`src/rtl/ppd_pkg.sv`:
```
package ppd_pkg;

  // Decoded address window and per-register addresses
  localparam logic [15:0] PPD_ADDR_IRQ_MOTOR = 16'h37E0;
  localparam logic [15:0] PPD_ADDR_CASSETTE = 16'h37E4;
  localparam logic [15:0] PPD_ADDR_PRINTER = 16'h37E8;
  localparam logic [15:0] PPD_ADDR_FLOPPY = 16'h37EC;

  // Printer status bit positions on the data bus
  localparam int PPD_BIT_BUSY = 7;
  localparam int PPD_BIT_PAPER = 6;
  localparam int PPD_BIT_SELECT = 5;
  localparam int PPD_BIT_FAULT = 4;

  // Reset values and status low-nibble fill
  localparam logic [7:0] PPD_DATA_RST = 8'h00;
  localparam logic [7:0] PPD_LOW_NIBBLE = 8'h00;
  // Idle bus pins high, interrupt request pin low
  localparam logic [27:0] PPD_SYNC_IDLE = 28'hFFFFFFE;

  // Data strobe timing
  localparam int PPD_CLK_MHZ = 40;
  localparam int PPD_STROBE_NS = 1500;
  localparam int PPD_STROBE_CYC = (PPD_STROBE_NS * PPD_CLK_MHZ) / 1000;
  localparam int PPD_CNT_W = 7;
  localparam logic [PPD_CNT_W-1:0] PPD_STROBE_LEN = PPD_CNT_W'(PPD_STROBE_CYC);

  typedef enum logic [1:0] {
    PPD_ACC_NONE,
    PPD_ACC_READ,
    PPD_ACC_WRITE
  } ppd_acc_t;

endpackage

```
`src/rtl/ppd_sel_if.sv`:
```
`timescale 1ns/1ps
interface ppd_sel_if;
  logic [3:0] rd_sel;
  logic [3:0] wr_sel;
  modport dec (output rd_sel, output wr_sel);
  modport top (input rd_sel, input wr_sel);
endinterface

```
`src/rtl/ppd_top.sv`:
```
`timescale 1ns/1ps
// Summary of operation
// - Decode only 37E0, 37E4, 37E8 and 37EC
// - Address valid only while row strobe low
// - A11, A14, A15 low plus upper match
// - Selects strobe floppy and printer logic
// - Read selects: irq reset, none, status, floppy
// - Write selects: motor, cassette, printer, floppy
// - Eight bits out, four status bits in
// - Only upper status nibble is valid
// - Busy D7, paper D6, select D5, fault D4
// - Printer write loads output latch
// - Each printer write gives 1.5 us low strobe
// - Reading 37E0 clears floppy interrupt flag
module ppd_top
  import ppd_pkg::*;
(
  // Clock and reset
  input wire logic clk,
  input wire logic rst_b,
  // CPU memory bus
  input wire logic [15:0] addr,
  input wire logic ras_n,
  input wire logic rd_n,
  input wire logic wr_n,
  input wire logic [7:0] data_in,
  output logic [7:0] data_out,
  output logic data_oe,
  // Printer pins
  output logic [7:0] prn_data,
  output logic prn_strobe_n,
  input wire logic prn_busy,
  input wire logic prn_paper_empty,
  input wire logic prn_selected,
  input wire logic prn_fault,
  // Floppy side
  input wire logic fdc_irq,
  output logic fdc_irq_flag,
  output logic fdc_rd_sel,
  output logic fdc_wr_sel,
  output logic motor_sel,
  output logic cassette_sel
);

  ////////////////////////////////////////////////////////////////////////////
  // Two-stage synchronisers for all pins
  // Reset to the idle bus, so no false decode or request follows it
  logic [27:0] meta_ff;
  logic [27:0] sync_ff;
  always_ff @(posedge clk or negedge rst_b) begin
    if (!rst_b) begin
      meta_ff <= PPD_SYNC_IDLE;
      sync_ff <= PPD_SYNC_IDLE;
    end else begin
      meta_ff <= {addr, ras_n, rd_n, wr_n, data_in, fdc_irq};
      sync_ff <= meta_ff;
    end
  end

  wire logic [15:0] s_addr;
  wire logic s_ras_n;
  wire logic s_rd_n;
  wire logic s_wr_n;
  wire logic [7:0] s_data;
  wire logic s_irq;
  assign {s_addr, s_ras_n, s_rd_n, s_wr_n, s_data, s_irq} = sync_ff;

  // Status pins cross on their own; their idle level is low
  logic [3:0] st_meta_ff;
  logic [3:0] st_sync_ff;
  always_ff @(posedge clk or negedge rst_b) begin
    if (!rst_b) begin
      st_meta_ff <= 4'h0;
      st_sync_ff <= 4'h0;
    end else begin
      st_meta_ff <= {prn_busy, prn_paper_empty, prn_selected, prn_fault};
      st_sync_ff <= st_meta_ff;
    end
  end

  ////////////////////////////////////////////////////////////////////////////
  // Decoder sees only the synchronised copies of the bus
  ppd_sel_if sel ();
  ppd_decoder u_dec (
    .addr(s_addr),
    .ras_n(s_ras_n),
    .rd_n(s_rd_n),
    .wr_n(s_wr_n),
    .sel(sel)
  );

  // Edge detect: one action per bus cycle, not per clock of it
  // A held select would otherwise reload and restrobe every clock
  logic [3:0] rd_prev_ff;
  logic [3:0] wr_prev_ff;
  always_ff @(posedge clk or negedge rst_b) begin
    if (!rst_b) begin
      rd_prev_ff <= 4'h0;
      wr_prev_ff <= 4'h0;
    end else begin
      rd_prev_ff <= sel.rd_sel;
      wr_prev_ff <= sel.wr_sel;
    end
  end

  wire logic [3:0] rd_rise;
  wire logic [3:0] wr_rise;
  assign rd_rise = sel.rd_sel & ~rd_prev_ff;
  assign wr_rise = sel.wr_sel & ~wr_prev_ff;

  ////////////////////////////////////////////////////////////////////////////
  // Status byte, low nibble undefined so driven zero
  function automatic logic [7:0] status_pack(input logic [3:0] pins);
    logic [7:0] b;
    b = PPD_LOW_NIBBLE;
    b[PPD_BIT_BUSY] = pins[3];
    b[PPD_BIT_PAPER] = pins[2];
    b[PPD_BIT_SELECT] = pins[1];
    b[PPD_BIT_FAULT] = pins[0];
    status_pack = b;
  endfunction

  // Status lags the pins by the two synchroniser clocks
  wire logic stat_rd;
  wire logic [7:0] status_byte;
  wire logic [7:0] nxt_data_out;
  assign stat_rd = sel.rd_sel[2];
  assign status_byte = status_pack(st_sync_ff);
  // Bus reads zero outside a status read, so no stale byte leaks
  assign nxt_data_out = stat_rd ? status_byte : 8'h00;

  always_ff @(posedge clk or negedge rst_b) begin
    if (!rst_b) begin
      data_out <= 8'h00;
      data_oe <= 1'b0;
    end else begin
      data_out <= nxt_data_out;
      data_oe <= sel.rd_sel[2];
    end
  end

  ////////////////////////////////////////////////////////////////////////////
  // Output latch and data strobe
  logic [7:0] data_ff;
  logic pend_ff;
  logic [PPD_CNT_W-1:0] cnt_ff;
  logic strobe_n_ff;
  wire logic prn_wr;
  wire logic cnt_live;
  wire logic [PPD_CNT_W-1:0] nxt_cnt;
  wire logic nxt_strobe_n;
  assign prn_wr = wr_rise[2];
  assign cnt_live = cnt_ff > PPD_CNT_W'(1);
  // Width is counted in clocks, so it tracks the clock rate
  // A write inside a pulse restarts the full width; the host must pace writes
  assign nxt_cnt = pend_ff ? PPD_STROBE_LEN : (cnt_live ? cnt_ff - 1'b1 : '0);
  assign nxt_strobe_n = pend_ff ? 1'b0 : (cnt_live ? strobe_n_ff : 1'b1);

  always_ff @(posedge clk or negedge rst_b) begin
    if (!rst_b) begin
      data_ff <= PPD_DATA_RST;
    end else if (prn_wr) begin
      data_ff <= s_data;
    end
  end

  // Strobe waits one cycle so the latch is already stable
  always_ff @(posedge clk or negedge rst_b) begin
    if (!rst_b) begin
      pend_ff <= 1'b0;
      cnt_ff <= '0;
      strobe_n_ff <= 1'b1;
    end else begin
      pend_ff <= prn_wr;
      cnt_ff <= nxt_cnt;
      strobe_n_ff <= nxt_strobe_n;
    end
  end

  // One flop behind the latch, so data leads the strobe by a clock
  always_ff @(posedge clk or negedge rst_b) begin
    if (!rst_b) begin
      prn_data <= PPD_DATA_RST;
      prn_strobe_n <= 1'b1;
    end else begin
      prn_data <= data_ff;
      prn_strobe_n <= strobe_n_ff;
    end
  end

  ////////////////////////////////////////////////////////////////////////////
  // Floppy interrupt flag; new request wins over the clear
  wire logic irq_clr;
  wire logic nxt_irq;
  assign irq_clr = rd_rise[0];
  assign nxt_irq = s_irq | (fdc_irq_flag & ~irq_clr);

  always_ff @(posedge clk or negedge rst_b) begin
    if (!rst_b) begin
      fdc_irq_flag <= 1'b0;
    end else begin
      fdc_irq_flag <= nxt_irq;
    end
  end

  // Selects are levels that stand while the decode holds
  always_ff @(posedge clk or negedge rst_b) begin
    if (!rst_b) begin
      fdc_rd_sel <= 1'b0;
      fdc_wr_sel <= 1'b0;
      motor_sel <= 1'b0;
      cassette_sel <= 1'b0;
    end else begin
      fdc_rd_sel <= sel.rd_sel[3];
      fdc_wr_sel <= sel.wr_sel[3];
      motor_sel <= sel.wr_sel[0];
      cassette_sel <= sel.wr_sel[1];
    end
  end

endmodule // ppd_top

```
`src/rtl/ppd_decoder.sv`:
```
`timescale 1ns/1ps
module ppd_decoder
  import ppd_pkg::*;
(
  // Synchronised bus inputs
  input wire logic [15:0] addr,
  input wire logic ras_n,
  input wire logic rd_n,
  input wire logic wr_n,
  // Select levels, one-hot per slot
  ppd_sel_if.dec sel
);

  ////////////////////////////////////////////////////////////////////////////
  function automatic logic hit(input logic [15:0] a, input logic [15:0] base);
    hit = (a == base);
  endfunction

  wire logic upper_ok;
  wire logic enable;
  wire logic rd_only;
  wire logic wr_only;
  wire logic [3:0] slot;

  // Row strobe low plus A15/A14/A11 low and upper match
  assign upper_ok = ~addr[15] & ~addr[14] & ~addr[11] & (addr[15:4] == PPD_ADDR_IRQ_MOTOR[15:4]);
  assign enable = upper_ok & ~ras_n;
  assign slot = {hit(addr, PPD_ADDR_FLOPPY), hit(addr, PPD_ADDR_PRINTER),
                 hit(addr, PPD_ADDR_CASSETTE), hit(addr, PPD_ADDR_IRQ_MOTOR)};
  assign rd_only = ~rd_n & wr_n;
  assign wr_only = ~wr_n & rd_n;
  // Cassette read slot left unconnected
  assign sel.rd_sel = (enable & rd_only) ? (slot & 4'hD) : 4'h0;
  assign sel.wr_sel = (enable & wr_only) ? slot : 4'h0;

endmodule // ppd_decoder

```
`config.mk`:
```
export PLATFORM = sky130hd
export DESIGN_NAME = ppd_top
export DESIGN_NICKNAME = d
export VERILOG_FILES = /design/src/rtl/ppd_pkg.sv /design/src/rtl/ppd_sel_if.sv /design/src/rtl/ppd_top.sv /design/src/rtl/ppd_decoder.sv
export SDC_FILE = /design/constraint.sdc
export NUM_CORES = 1
export LEC_CHECK = 0
export BUFFER_PORTS_ARGS = -buffer_cell sky130_fd_sc_hd__buf_2
export CAP_MARGIN = 20
export CORE_ASPECT_RATIO = 1.2
export CORE_MARGIN = 10
export CORE_UTILIZATION = 54
export CTS_CLUSTER_DIAMETER = 40
export DETAILED_ROUTE_END_ITERATION = 16
export PLACE_DENSITY = 0.74
export SYNTH_ARGS = -nofsm -noshare
export SYNTH_HDL_FRONTEND = slang
export SYNTH_HIERARCHICAL = 1
export SYNTH_SLANG_ARGS = --single-unit
```
`constraint.sdc`:
```
create_clock -name clk -period 2.4 [get_ports clk]
set_input_delay 0.72 -clock clk [delete_from_list [all_inputs] [get_ports clk]]
set_output_delay 0.72 -clock clk [all_outputs]
set_load 0.02 [all_outputs]
```
# --- After elaboration in Yosys (flattened, before gate mapping) ---
# Cells that the tools add are included.
op_classes:
  add_sub_neg: 1
  order_cmp: 1
  eq_ne: 6
  n_mux: 7
  n_bitwise: 21
ops:
  columns: ["op", "n"]
  rows:
  - ["equality test 16 x 14 -> 1 bit (second input constant)", 4]
  - ["two-way mux 7 bit", 2]
  - ["equality test 12 x 10 -> 1 bit (second input constant)", 1]
  - ["AND 1 bit", 10]
  - ["two-way mux 4 bit", 2]
  - ["two-way mux 8 bit", 1]
  - ["inverter 1 bit", 8]
  - ["greater-than comparator 7 x 1 -> 1 bit (second input constant)", 1]
  - ["subtractor 7 x 1 -> 7 bit (second input constant)", 1]
  - ["AND 3 bit", 1]
  - ["inverter 3 bit", 1]
  - ["two-way mux 1 bit", 2]
  - ["!= test 2 bit (second input constant)", 1]
  - ["OR 1 bit", 1]
word_totals:
  ff_bits: 108
  out_inout_bits: 23

# --- Logic depth before layout (Yosys ltp) ---
# Gate-level depths: netlist of run 1.
logic_depth:
  word_depth: 11
  depth_mapped: 6
  mapped_depth_nobuf: 5

# --- Modules after synthesis ---
# The synthesis of run 1 kept the hierarchy.
by_module_without_submodules:
  columns: ["module", "n_inst", "cells_per_inst", "area_per_inst_um2", "seq_area_each_um2"]
  rows:
  - ["ppd_top", 1, 149, 2994.1, 2622.5]
  - ["ppd_decoder", 1, 18, 158.9, 0.0]

# --- Worst setup path before layout of run 1 ---
# No wires, ideal clock.
synth_timing:
  path_kind: "register -> register"
  startpoint: "register sync_ff[21]"
  endpoint: "register data_ff[0]"
  setup_ns: 0.125
  arrival_ns: 1.888
  setup_slack_ns: 0.388
  path_stages_with_launch: 7
  n_path_buf: 1
  period_less_slack_ns: 2.012
  path_cell_list: "dfstp_2 > and4b_1 > nand4_4 > nor3_1 > nor2b_1 > clkbuf_1 > mux2_2"
synth_between:
  elab_chain_len: 6
synth_rtl:
  columns: ["item", "line_no", "text"]
  rows:
  - ["start, declared", "ppd_top.sv:49", "logic [27:0] sync_ff;"]
  - ["start signal, assigned", "ppd_top.sv:56", "sync_ff <= meta_ff;"]
  - ["equality test 12 x 10 -> 1 bit", "ppd_decoder.sv:26", "assign upper_ok = ~addr[15] & ~addr[14] & ~addr[11] & (addr[15:4] == PPD_ADDR_IRQ_MOTOR[15:4]);"]
  - ["AND 1 bit", "ppd_decoder.sv:26", null]
  - ["AND 1 bit", "ppd_decoder.sv:27", "assign enable = upper_ok & ~ras_n;"]
  - ["AND 1 bit", "ppd_decoder.sv:34", "assign sel.wr_sel = (enable & wr_only) ? slot : 4'h0;"]
  - ["two-way mux 4 bit *", "ppd_decoder.sv:34", null]
  - ["net sel.wr_sel[2]", "ppd_sel_if.sv:4", "logic [3:0] wr_sel;"]
  - ["AND 3 bit *", "ppd_top.sv:109", "assign wr_rise = sel.wr_sel & ~wr_prev_ff;"]
  - ["net wr_rise[2]", "ppd_top.sv:107", "wire logic [3:0] wr_rise;"]
  - ["end signal, assigned", "ppd_top.sv:163", "data_ff <= s_data;"]
  - ["end, declared", "ppd_top.sv:144", "logic [7:0] data_ff;"]
# Mark *: on every way through the listed nets, which the timed path passes. The rest lies on a longest branch.
# A chain may end at the register's enable or synchronous reset.

# --- Worst setup path in the final report of run 1 ---
layout_timing:
  startpoint: "register sync_ff[18]"
  endpoint: "register data_ff[6]"
layout_between:
  elab_chain_len: 6
layout_rtl:
  columns: ["item", "line_no"]
  rows:
  - ["equality test 12 x 10 -> 1 bit", "ppd_decoder.sv:26"]
  - ["AND 1 bit", "ppd_decoder.sv:26"]
  - ["AND 1 bit", "ppd_decoder.sv:27"]
  - ["AND 1 bit", "ppd_decoder.sv:34"]
  - ["two-way mux 4 bit *", "ppd_decoder.sv:34"]
  - ["net sel.wr_sel[2]", "ppd_sel_if.sv:4"]
  - ["AND 3 bit *", "ppd_top.sv:109"]
# Marked as above.

==> out/results.ini, run 1 <==
[finish]
multi_input_area_um2=485
insertedDiodeCount=0
regArea_um2=2620
final_layout_size_suffix_gt1_share_pct=60.5
layout.filler_cells=411
final-instance-count-excl-fill=313
areaGrowthSynthToFinish_pct=17.9
finish.net_count=264

[critical_path]
crit_slowest_cell=sky130_fd_sc_hd__dfstp_2
arrival_ps=2270
end_kind=flip-flop
critical_path.cell_chain=nor4b_4, nand4_4, nor3_1, nor2b_1, buf_4, mux2_2
cp_slowest_stage_delay_ps=530
crit_path_max_fanout=9
reg2reg_depth=6
cp.required_ps=2630
cp-start-kind=flip-flop
setup.worst_path.class=flip-flop to flip-flop

[floorplanning]
die_width_um=89.6
std_cell_rows=30
die_h_um=104
core_region_area_um2=5670
initial_utilization_pct=55.4
io-pin-count=57
dieArea_um2=9280

[timing]
setup_viol=0
clock_skew_ps=7.00
slew_violations=0
layout_worst_path_cycle_share_pct=84.7
rsz_0062_raised_after_global_routing=no
tns_ps=0
layout_min_cycle_time_ps=2030
max_freq_ghz=0.492
final_hold_violation_count=0

[clock_network]
cts_sinks=102
cts.hold.buffers_added=0
post_cts_setup_buffer_count=0
cts_tree=yes
clk_transition_reported_paths_ps=90
clk_path_buf_depth=2
cts_inserted_buffers=9
clock_insertion_delay_worst_skew_ps=350
cts_resized=0
cts_root_buf=sky130_fd_sc_hd__clkbuf_8
h-tree-depth=3

[detailed_routing]
drt_iter0_drc=49
antenna_left=0
post_drt_wl_per_cell_um=14.5
drt_first_pass_iters=4
routed_via_density=4.64
vias=1452
routed_wirelength_um=4540
drc=0

[job]
cap_violations=0

[place]
numPortBuffers=52
dpl.hpwl_um=3220
finalWeightedCongestion=0.709
place_inst=297

[synthesis]
netlist_instances=165
syn_area_per_cell_um2=19.0
total_number_of_yosys_warnings=6
syn-cell-area_um2=3140

[pwr]
ir_worst_vdd_mv=0.559
leakage_nw=1.74
power.density_cell_area_nw_per_um2=880

[global_routing]
grt_pass1_vias=1662
grt_max_degree=74
grt_overflow=0
track_usage_pct=10.5
grt_first_pass_wirelength_um=7500
grt_antenna_before_repair=0

[status]
status=finished clean

[min_path]
hold_path_class=primary input to asynchronous set/reset pin

[critical path: cells and delay by family, from the launching register on]
kind	cells	cell delay, ps
AND/OR/NAND/NOR	4	860
flip-flops	1	530
multiplexers	1	340
buffers and inverters	1	190
[per-stage QoR]
step | hold WS [ps] | setup slack [ps] | total power, mW | area (um^2) | utilization [%]
after detailed placement | 336 | 361 | 2.29 | 3510 | 61.9
after global routing | 287 | 232 | 3.42 | 3700 | 65.3
final | 283 | 367 | 3.26 | 3700 | 65.3
after CTS | 279 | 344 | 3.30 | 3700 | 65.3
after floorplan | 331 | 388 | 2.17 | 3150 | -
after global placement | 334 | 466 | 2.27 | 3510 | 61.9
[placed cells by master (no fill, tap or decap), types with 2 or more instances in the layout]
cell	count
sky130_fd_sc_hd__and4b_1	2
sky130_fd_sc_hd__clkinv_2	2
sky130_fd_sc_hd__buf_2	51
sky130_fd_sc_hd__nor4_1	3
sky130_fd_sc_hd__nor3_1	6
sky130_fd_sc_hd__dfrtp_1	46
sky130_fd_sc_hd__xnor2_1	2
sky130_fd_sc_hd__ha_1	2
sky130_fd_sc_hd__a21o_1	2
sky130_fd_sc_hd__mux2_2	8
sky130_fd_sc_hd__o21bai_1	3
sky130_fd_sc_hd__nand2b_1	4
sky130_fd_sc_hd__buf_4	2
sky130_fd_sc_hd__o21ba_2	2
sky130_fd_sc_hd__dfstp_2	56
sky130_fd_sc_hd__inv_1	3
sky130_fd_sc_hd__and2_1	4
sky130_fd_sc_hd__nor3b_2	2
sky130_fd_sc_hd__conb_1	4
sky130_fd_sc_hd__clkbuf_8	10
[state kept, by name, summed over array words and instances (netlist names), 3 cells and up]
signal and cells:
meta_ff 28, wr_prev_ff 3, data_ff 8, st_sync_ff 4, cnt_ff 7, st_meta_ff 4
data_out 4, prn_data 8, sync_ff 28
[where the power goes]
group          switching, mW  internal (mW)
logic                  0.154          0.152
registers             0.0810           1.87
clock network          0.533          0.471
total                  0.768           2.49
[cell type report]
cell class / instances / share of cell area (%)
clock buffer: 12 / 4.49
clock inverter: 4 / 0.743
inverter: 3 / 0.304
multi-input combinational: 58 / 13.1
sequential: 102 / 70.8
tap: 80 / 2.70
timing repair buffer: 54 / 7.84
[routing by layer]
layer	vias up	share of wire [%]	global-route usage [%]
met1	734	42	12.3
met4	0	1.7	4.78
met5	-	0	0
li1	665	-	-
met3	9	6.9	4.70
met2	44	49	15.9
[path summary, 6_finish.rpt]
check / start / to / slack (ps)
max: sync_ff[18] / data_ff[6] / 370
min: rst_b / fdc_irq_flag / 280
max reg2reg: sync_ff[18] / data_ff[6] / 370
min reg2reg: st_meta_ff[2] / st_sync_ff[2] / 350
max in group asynchronous: rst_b / strobe_n_ff / 1400
min in group clk: st_meta_ff[2] / st_sync_ff[2] / 350
(Power assumes the default switching activity.)
==> run 2: changes to the inputs <==
--- a/config.mk
+++ b/config.mk
@@ -9,10 +9,10 @@
 export CAP_MARGIN = 20
 export CORE_ASPECT_RATIO = 1.2
 export CORE_MARGIN = 10
-export CORE_UTILIZATION = 54
+export CORE_UTILIZATION = 48
 export CTS_CLUSTER_DIAMETER = 40
 export DETAILED_ROUTE_END_ITERATION = 16
-export PLACE_DENSITY = 0.74
+export PLACE_DENSITY = 0.69
 export SYNTH_ARGS = -nofsm -noshare
 export SYNTH_HDL_FRONTEND = slang
 export SYNTH_HIERARCHICAL = 1
==> constraint.sdc (replaced) <==
create_clock -name clk -period 1.7 [get_ports clk]
set_input_delay 0.51 -clock clk [delete_from_list [all_inputs] [get_ports clk]]
set_output_delay 0.51 -clock clk [all_outputs]
set_load 0.02 [all_outputs]
==> out/results.ini, run 2 (synthesized netlist as in run 1, its figures left out) <==
[status]
status=finished with violations
violations_in_the_final_reports=setup timing

[finish]
insertedDiodeCount=0  ; unchanged
final-instance-count-excl-fill=326  ; +4.2%
finish.net_count=272  ; +3.0%
most_common_cell_after_layout_fill_and_taps_aside=sky130_fd_sc_hd__dfstp_2
most_frequent_cells_in_the_layout=sky130_fd_sc_hd__dfstp_2 (56), sky130_fd_sc_hd__buf_2 (51), sky130_fd_sc_hd__dfrtp_1 (46), sky130_fd_sc_hd__clkbuf_8 (9)
final_layout_size_suffix_gt1_share_pct=62.7  ; +2.1 points
largest_registers=meta_ff x28, sync_ff x28
fin_util_pct=60.1  ; -5.2 points
areaGrowthSynthToFinish_pct=22.5

[pwr]
power.density_cell_area_nw_per_um2=1200  ; +36%
combinationalPowerShare_pct=10.1  ; +0.7 points
seq_power_share_pct=59.4  ; -0.4 points
clock_power_share_pct=30.4  ; -0.4 points
switching_share_pct=23.1  ; -0.50 points
ir_worst_vdd_mv=0.970  ; +73%
cellInternalPower_mw=3.55  ; +43%
total_switching_power_mw=1.07  ; +39%
leakage_nw=1.79  ; +3.2%

[timing]
layout_min_cycle_time_ps=1800  ; -237 ps
layout_worst_path_cycle_share_pct=106  ; +21 points
rsz_0062_raised_after_global_routing=yes
final.hold.worst_slack_ps=206  ; -76.3 ps
max_freq_ghz=0.557  ; +13%
setup_viol=8  ; +8
timing.final.ws_setup_ps=-96.3  ; -463 ps
clock_skew_ps=9.22  ; +2.22 ps
final_hold_violation_count=0  ; unchanged
slew_violations=0  ; unchanged

[place]
place_inst=309  ; +4.0%
dpl.hpwl_um=3350  ; +3.9%
numPortBuffers=52  ; unchanged
finalWeightedCongestion=0.708  ; about the same

[detailed_routing]
routed_via_density=4.34  ; -6.4%
drt_iter0_drc=78  ; +59%
vias=1416  ; -2.5%
antenna_left=0  ; unchanged
routed_wirelength_um=4630  ; +2.1%
drc=0  ; unchanged
drt_first_pass_iters=3  ; -1
post_drt_wl_per_cell_um=14.2  ; -2.0%

[clock_network]
h-tree-depth=3  ; unchanged
cts_tree=yes
clock_insertion_delay_worst_skew_ps=350  ; about the same
clk_transition_reported_paths_ps=80  ; about the same
clk_path_buf_depth=2  ; unchanged
cts.hold.buffers_added=0  ; unchanged
cts_root_buf=sky130_fd_sc_hd__clkbuf_8
cts_inserted_buffers=9  ; unchanged
cts_sinks=102  ; unchanged

[critical_path]
rr_startpoint=sync_ff[18]
r2r_slack_ps=-100  ; -460 ps
end_kind=flip-flop
cp-start-kind=flip-flop
arrival_ps=2030  ; -240 ps
crit_path_max_fanout=5  ; -4
regToRegEndpoint=data_ff[5]
cp.required_ps=1930  ; -700 ps
setup.worst_path.class=flip-flop to flip-flop
reg2reg_depth=6  ; unchanged

[global_routing]
grt_antenna_before_repair=0  ; unchanged
grt_overflow=0  ; unchanged
grt_max_degree=48  ; -35%
track_usage_pct=9.88  ; -0.60 points
grt_first_pass_wirelength_um=7730  ; +3.1%
grt_pass1_vias=1594  ; -4.1%

[job]
cap_violations=0  ; unchanged

[floorplanning]
initial_utilization_pct=49.0  ; -6.4 points
die_h_um=109  ; +4.9%
core_region_area_um2=6410  ; +13%
std_cell_rows=32  ; +6.7%
dieArea_um2=10200  ; +9.8%
io-pin-count=57  ; unchanged
die_width_um=93.9  ; +4.7%

[min_path]
hold_path_class=primary input to asynchronous set/reset pin

==> run 2: cell count changes in the layout (fill, tap and decap cells not counted), sizes merged <==
cell      delta
buf          +8
bufinv       +1
clkinv       -1
inv          -1
clkinvlp     +1
==> run 2: cell type report <==
cell class | count | area (um^2)
sequential | 102 | 2620
fill | 494 | 2560
multi-input combinational | 58 | 561
timing repair buffer | 62 | 367
clock buffer | 12 | 135
tap | 85 | 106
clock inverter | 4 | 47.5
inverter | 3 | 11.3
==> run 2: layer usage <==
metal  global-route usage, %  up-vias  wire (um)
met5                       0        -          0
li1                        -      683          -
met3                    4.54        9        304
met1                    11.2      683       1920
met4                    4.89        0         87
met2                    15.5       41       2310
==> run 2: worst max-delay path by stage <==
stage / cells past startpoint / to / slack [ps] / from
5_1_grt: 6 / data_ff[6] / -200 / sync_ff[18]
3_3_place_gp: 6 / data_ff[3] / -80 / sync_ff[20]
2_1_floorplan: 6 / data_ff[0] / -70 / sync_ff[20]
6_report: 6 / data_ff[5] / -100 / sync_ff[18]
4_1_cts: 6 / data_ff[5] / -110 / sync_ff[18]
3_5_place_dp: 6 / fdc_irq_flag / -150 / sync_ff[18]
==> run 2: power groups by stage <==
stage | sequential (mW) | clock, mW | combinational (mW)
after floorplan | 2.76 | 0 | 0.307
after global placement | 2.78 | 0 | 0.452
after detailed placement | 2.79 | 0 | 0.473
after CTS | 2.75 | 1.45 | 0.474
after global routing | 2.77 | 1.55 | 0.533
final | 2.75 | 1.41 | 0.468
==> run 2: timing repair <==
| action | 4_1_cts | 5_1_grt |
|---|---|---|
| gates resized for setup | 6 | 3 |
| cloned | 1 | 0 |
| setup endpoints to repair | 9 | 13 |
| setup buffers | 0 | 0 |
==> run 2: through the flow <==
step	power (mW)	TNS (ps)	setup slack, ps	cell area [um^2]
after floorplan	3.07	-525	-65.6	3200
after global placement	3.24	-659	-75.8	3620
after detailed placement	3.26	-1100	-146	3620
after CTS	4.67	-829	-105	3830
after global routing	4.85	-1620	-201	3850
final	4.62	-734	-96.3	3850
==> run 2: critical path: stages (launching register included) <==
cell and delay, ps:
sky130_fd_sc_hd__dfstp_2 520, sky130_fd_sc_hd__nor4b_4 240, sky130_fd_sc_hd__nand4_4 130, sky130_fd_sc_hd__nor3_4 160
sky130_fd_sc_hd__nor2b_4 190, sky130_fd_sc_hd__buf_6 140, sky130_fd_sc_hd__mux2_4 300
==> run 3: changes to the inputs <==
--- a/config.mk
+++ b/config.mk
@@ -9,10 +9,10 @@
 export CAP_MARGIN = 20
 export CORE_ASPECT_RATIO = 1.2
 export CORE_MARGIN = 10
-export CORE_UTILIZATION = 48
+export CORE_UTILIZATION = 54
 export CTS_CLUSTER_DIAMETER = 40
 export DETAILED_ROUTE_END_ITERATION = 16
-export PLACE_DENSITY = 0.69
+export PLACE_DENSITY = 0.74
 export SYNTH_ARGS = -nofsm -noshare
 export SYNTH_HDL_FRONTEND = slang
 export SYNTH_HIERARCHICAL = 1
==> constraint.sdc (replaced) <==
create_clock -name clk -period 2.03 [get_ports clk]
set_input_delay 0.609 -clock clk [delete_from_list [all_inputs] [get_ports clk]]
set_output_delay 0.609 -clock clk [all_outputs]
set_load 0.02 [all_outputs]
==> out/results.ini, run 3 (synthesized netlist as in run 1, its figures left out) <==
[floorplanning]
io-pin-count=57  ; unchanged
dieArea_um2=9280  ; -9.0%
initial_utilization_pct=55.4  ; +6.4 points
std_cell_rows=30  ; -6.3%
die_width_um=89.6  ; -4.5%
die_h_um=104  ; -4.7%
core_region_area_um2=5670  ; -12%

[detailed_routing]
wl_met2_um=2190  ; -5.4%
drt_iter0_drc=56  ; -28%
drt_first_pass_iters=3  ; unchanged
met3WireLength_um=304  ; unchanged
drc=0  ; unchanged
post_drt_wl_per_cell_um=14.1  ; -0.67%
vias=1451  ; +2.5%
drt-met1-wl_um=1910  ; -0.83%
topRoutingLayerUsed=met4
routed_wirelength_um=4470  ; -3.4%
routed_via_density=4.58  ; +5.4%
antenna_left=0  ; unchanged

[critical_path]
crit_family=simple AND/OR/NAND/NOR gates
crit_path_max_fanout=4  ; -1
setup.worst_path.class=flip-flop to flip-flop
worst-path-buf-inv=1  ; unchanged
cp_slowest_stage_delay_ps=520  ; about the same
critical_path.cell_chain=nor3b_2, nand4_4, nor3_4, nor2b_4, buf_2, mux2_2
crit_slowest_cell=sky130_fd_sc_hd__dfstp_2
arrival_ps=2060  ; +30 ps
r2r_slack_ps=210  ; +300 ps
cp.required_ps=2260  ; +330 ps
cp-start-kind=flip-flop
end_kind=flip-flop

[clock_network]
clk_transition_reported_paths_ps=90  ; about the same
clk_path_buf_depth=2  ; unchanged
clock_insertion_delay_worst_skew_ps=350  ; about the same
cts.hold.buffers_added=0  ; unchanged
cts_root_buf=sky130_fd_sc_hd__clkbuf_8
cts_sinks=102  ; unchanged
cts_inserted_buffers=9  ; unchanged
cts_tree=yes
h-tree-depth=3  ; unchanged

[finish]
most_frequent_cells_in_the_layout=sky130_fd_sc_hd__dfstp_2 (56), sky130_fd_sc_hd__buf_2 (52), sky130_fd_sc_hd__dfrtp_1 (46), sky130_fd_sc_hd__clkbuf_8 (10), sky130_fd_sc_hd__mux2_2 (8)
final-instance-count-excl-fill=317  ; -2.8%
areaGrowthSynthToFinish_pct=20.2
finish.net_count=268  ; -1.5%
final_layout_size_suffix_gt1_share_pct=61.6  ; -1.1 points
largest_registers=meta_ff x28, sync_ff x28
insertedDiodeCount=0  ; unchanged
most_common_cell_after_layout_fill_and_taps_aside=sky130_fd_sc_hd__dfstp_2
layout.filler_cells=410  ; -17%

[timing]
setup_viol=0  ; -8
clock_skew_ps=10.9  ; +1.65 ps
layout_worst_path_cycle_share_pct=89.8  ; -16 points
slew_violations=0  ; unchanged
layout_min_cycle_time_ps=1820  ; +27.5 ps
timing.final.ws_setup_ps=206  ; +303 ps
final.hold.worst_slack_ps=207  ; +0.723 ps
tns_ps=0  ; +734 ps
max_freq_ghz=0.548  ; -1.5%
rsz_0062_raised_after_global_routing=no
final_hold_violation_count=0  ; unchanged

[global_routing]
grt_overflow=0  ; unchanged
grt_antenna_before_repair=0  ; unchanged
grt_max_degree=40  ; -17%
grt_first_pass_wirelength_um=7660  ; -0.97%
grt_pass1_vias=1580  ; -0.88%
track_usage_pct=10.8  ; +0.88 points

[pwr]
clock_power_share_pct=31.7  ; +1.3 points
seq_power_share_pct=58.8  ; -0.6 points
ir_worst_vdd_mv=0.580  ; -40%
combinationalPowerShare_pct=9.4  ; -0.7 points
total_switching_power_uw=890  ; -16%
design_power_total_mw=3.91  ; -15%
switching_share_pct=22.8  ; -0.31 points
power.density_cell_area_nw_per_um2=1040  ; -14%
cellInternalPower_mw=3.02  ; -15%
leakage_nw=1.78  ; -0.93%

[place]
finalWeightedCongestion=0.722  ; +2.0%
place_inst=299  ; -3.2%
dpl.hpwl_um=3180  ; -5.1%
detailedPlace.worstSlack_ps=11.9  ; +158 ps
numPortBuffers=52  ; unchanged

[status]
status=finished clean

[job]
cap_violations=0  ; unchanged

[min_path]
hold_path_class=primary input to asynchronous set/reset pin

==> run 3: cell count changes in the layout (fill, tap and decap cells not counted), sizes merged <==
cell | before | now
buf | 62 | 58
clkbuf | 12 | 14
bufinv | 1 | 0
clkinv | 2 | 1
clkinvlp | 1 | 0
inv | 3 | 4
==> run 3: layout make-up <==
type / count / area [um^2] / area share [%]
Tap cell: 80 / 100 / 2.65
Clock inverter: 2 / 11.3 / 0.298
Timing Repair Buffer: 58 / 330 / 8.75
Multi-Input combinational cell: 58 / 504 / 13.4
Inverter: 3 / 11.3 / 0.298
Sequential cell: 102 / 2620 / 69.5
Clock buffer: 14 / 195 / 5.17
==> run 3: routing by layer <==
metal	global-route usage, %	vias to the layer above
li1	-	679
met1	13.5	727
met2	15.5	40
met3	5.33	5
met4	4.10	0
met5	0	-
==> run 3: final timing paths <==
path	start	to	cells past startpoint
max	sync_ff[24]	data_ff[2]	6
min	rst_b	wr_prev_ff[2]	1
max reg2reg	sync_ff[24]	data_ff[2]	6
min reg2reg	st_meta_ff[3]	st_sync_ff[3]	0
max in group asynchronous	rst_b	sync_ff[5]	2
min in group clk	data_in[0]	meta_ff[1]	1
==> run 3: per-stage QoR <==
step                      utilization (%)  instance area [um^2]
after CTS                            66.0                  3740
after detailed placement             62.4                  3540
after floorplan                         -                  3150
after global placement               62.4                  3540
after global routing                 66.6                  3770
final                                66.6                  3770
==> run 3: power by group through the flow <==
stage | clock [mW] | sequential (mW) | combinational (mW)
finish | 1.24 | 2.30 | 0.369
global route | 1.37 | 2.32 | 0.421
CTS | 1.28 | 2.30 | 0.377
detailed placement | 0 | 2.34 | 0.373
global placement | 0 | 2.33 | 0.355
floorplan | 0 | 2.31 | 0.257
==> run 3: timing repair <==
action                                  in CTS  in global routing
endpoints found under the setup margin       0                  8
gates resized for setup                      0                  5
setup buffers                                0                  1
hold endpoints to repair                     0                  0
==> run 3: worst reg2reg max path, delay by kind of cell, from the launching register on <==
kind / cells / cell delay, ps
buf+inv: 1 / 150
flops: 1 / 520
mux: 1 / 330
simple gates: 4 / 710
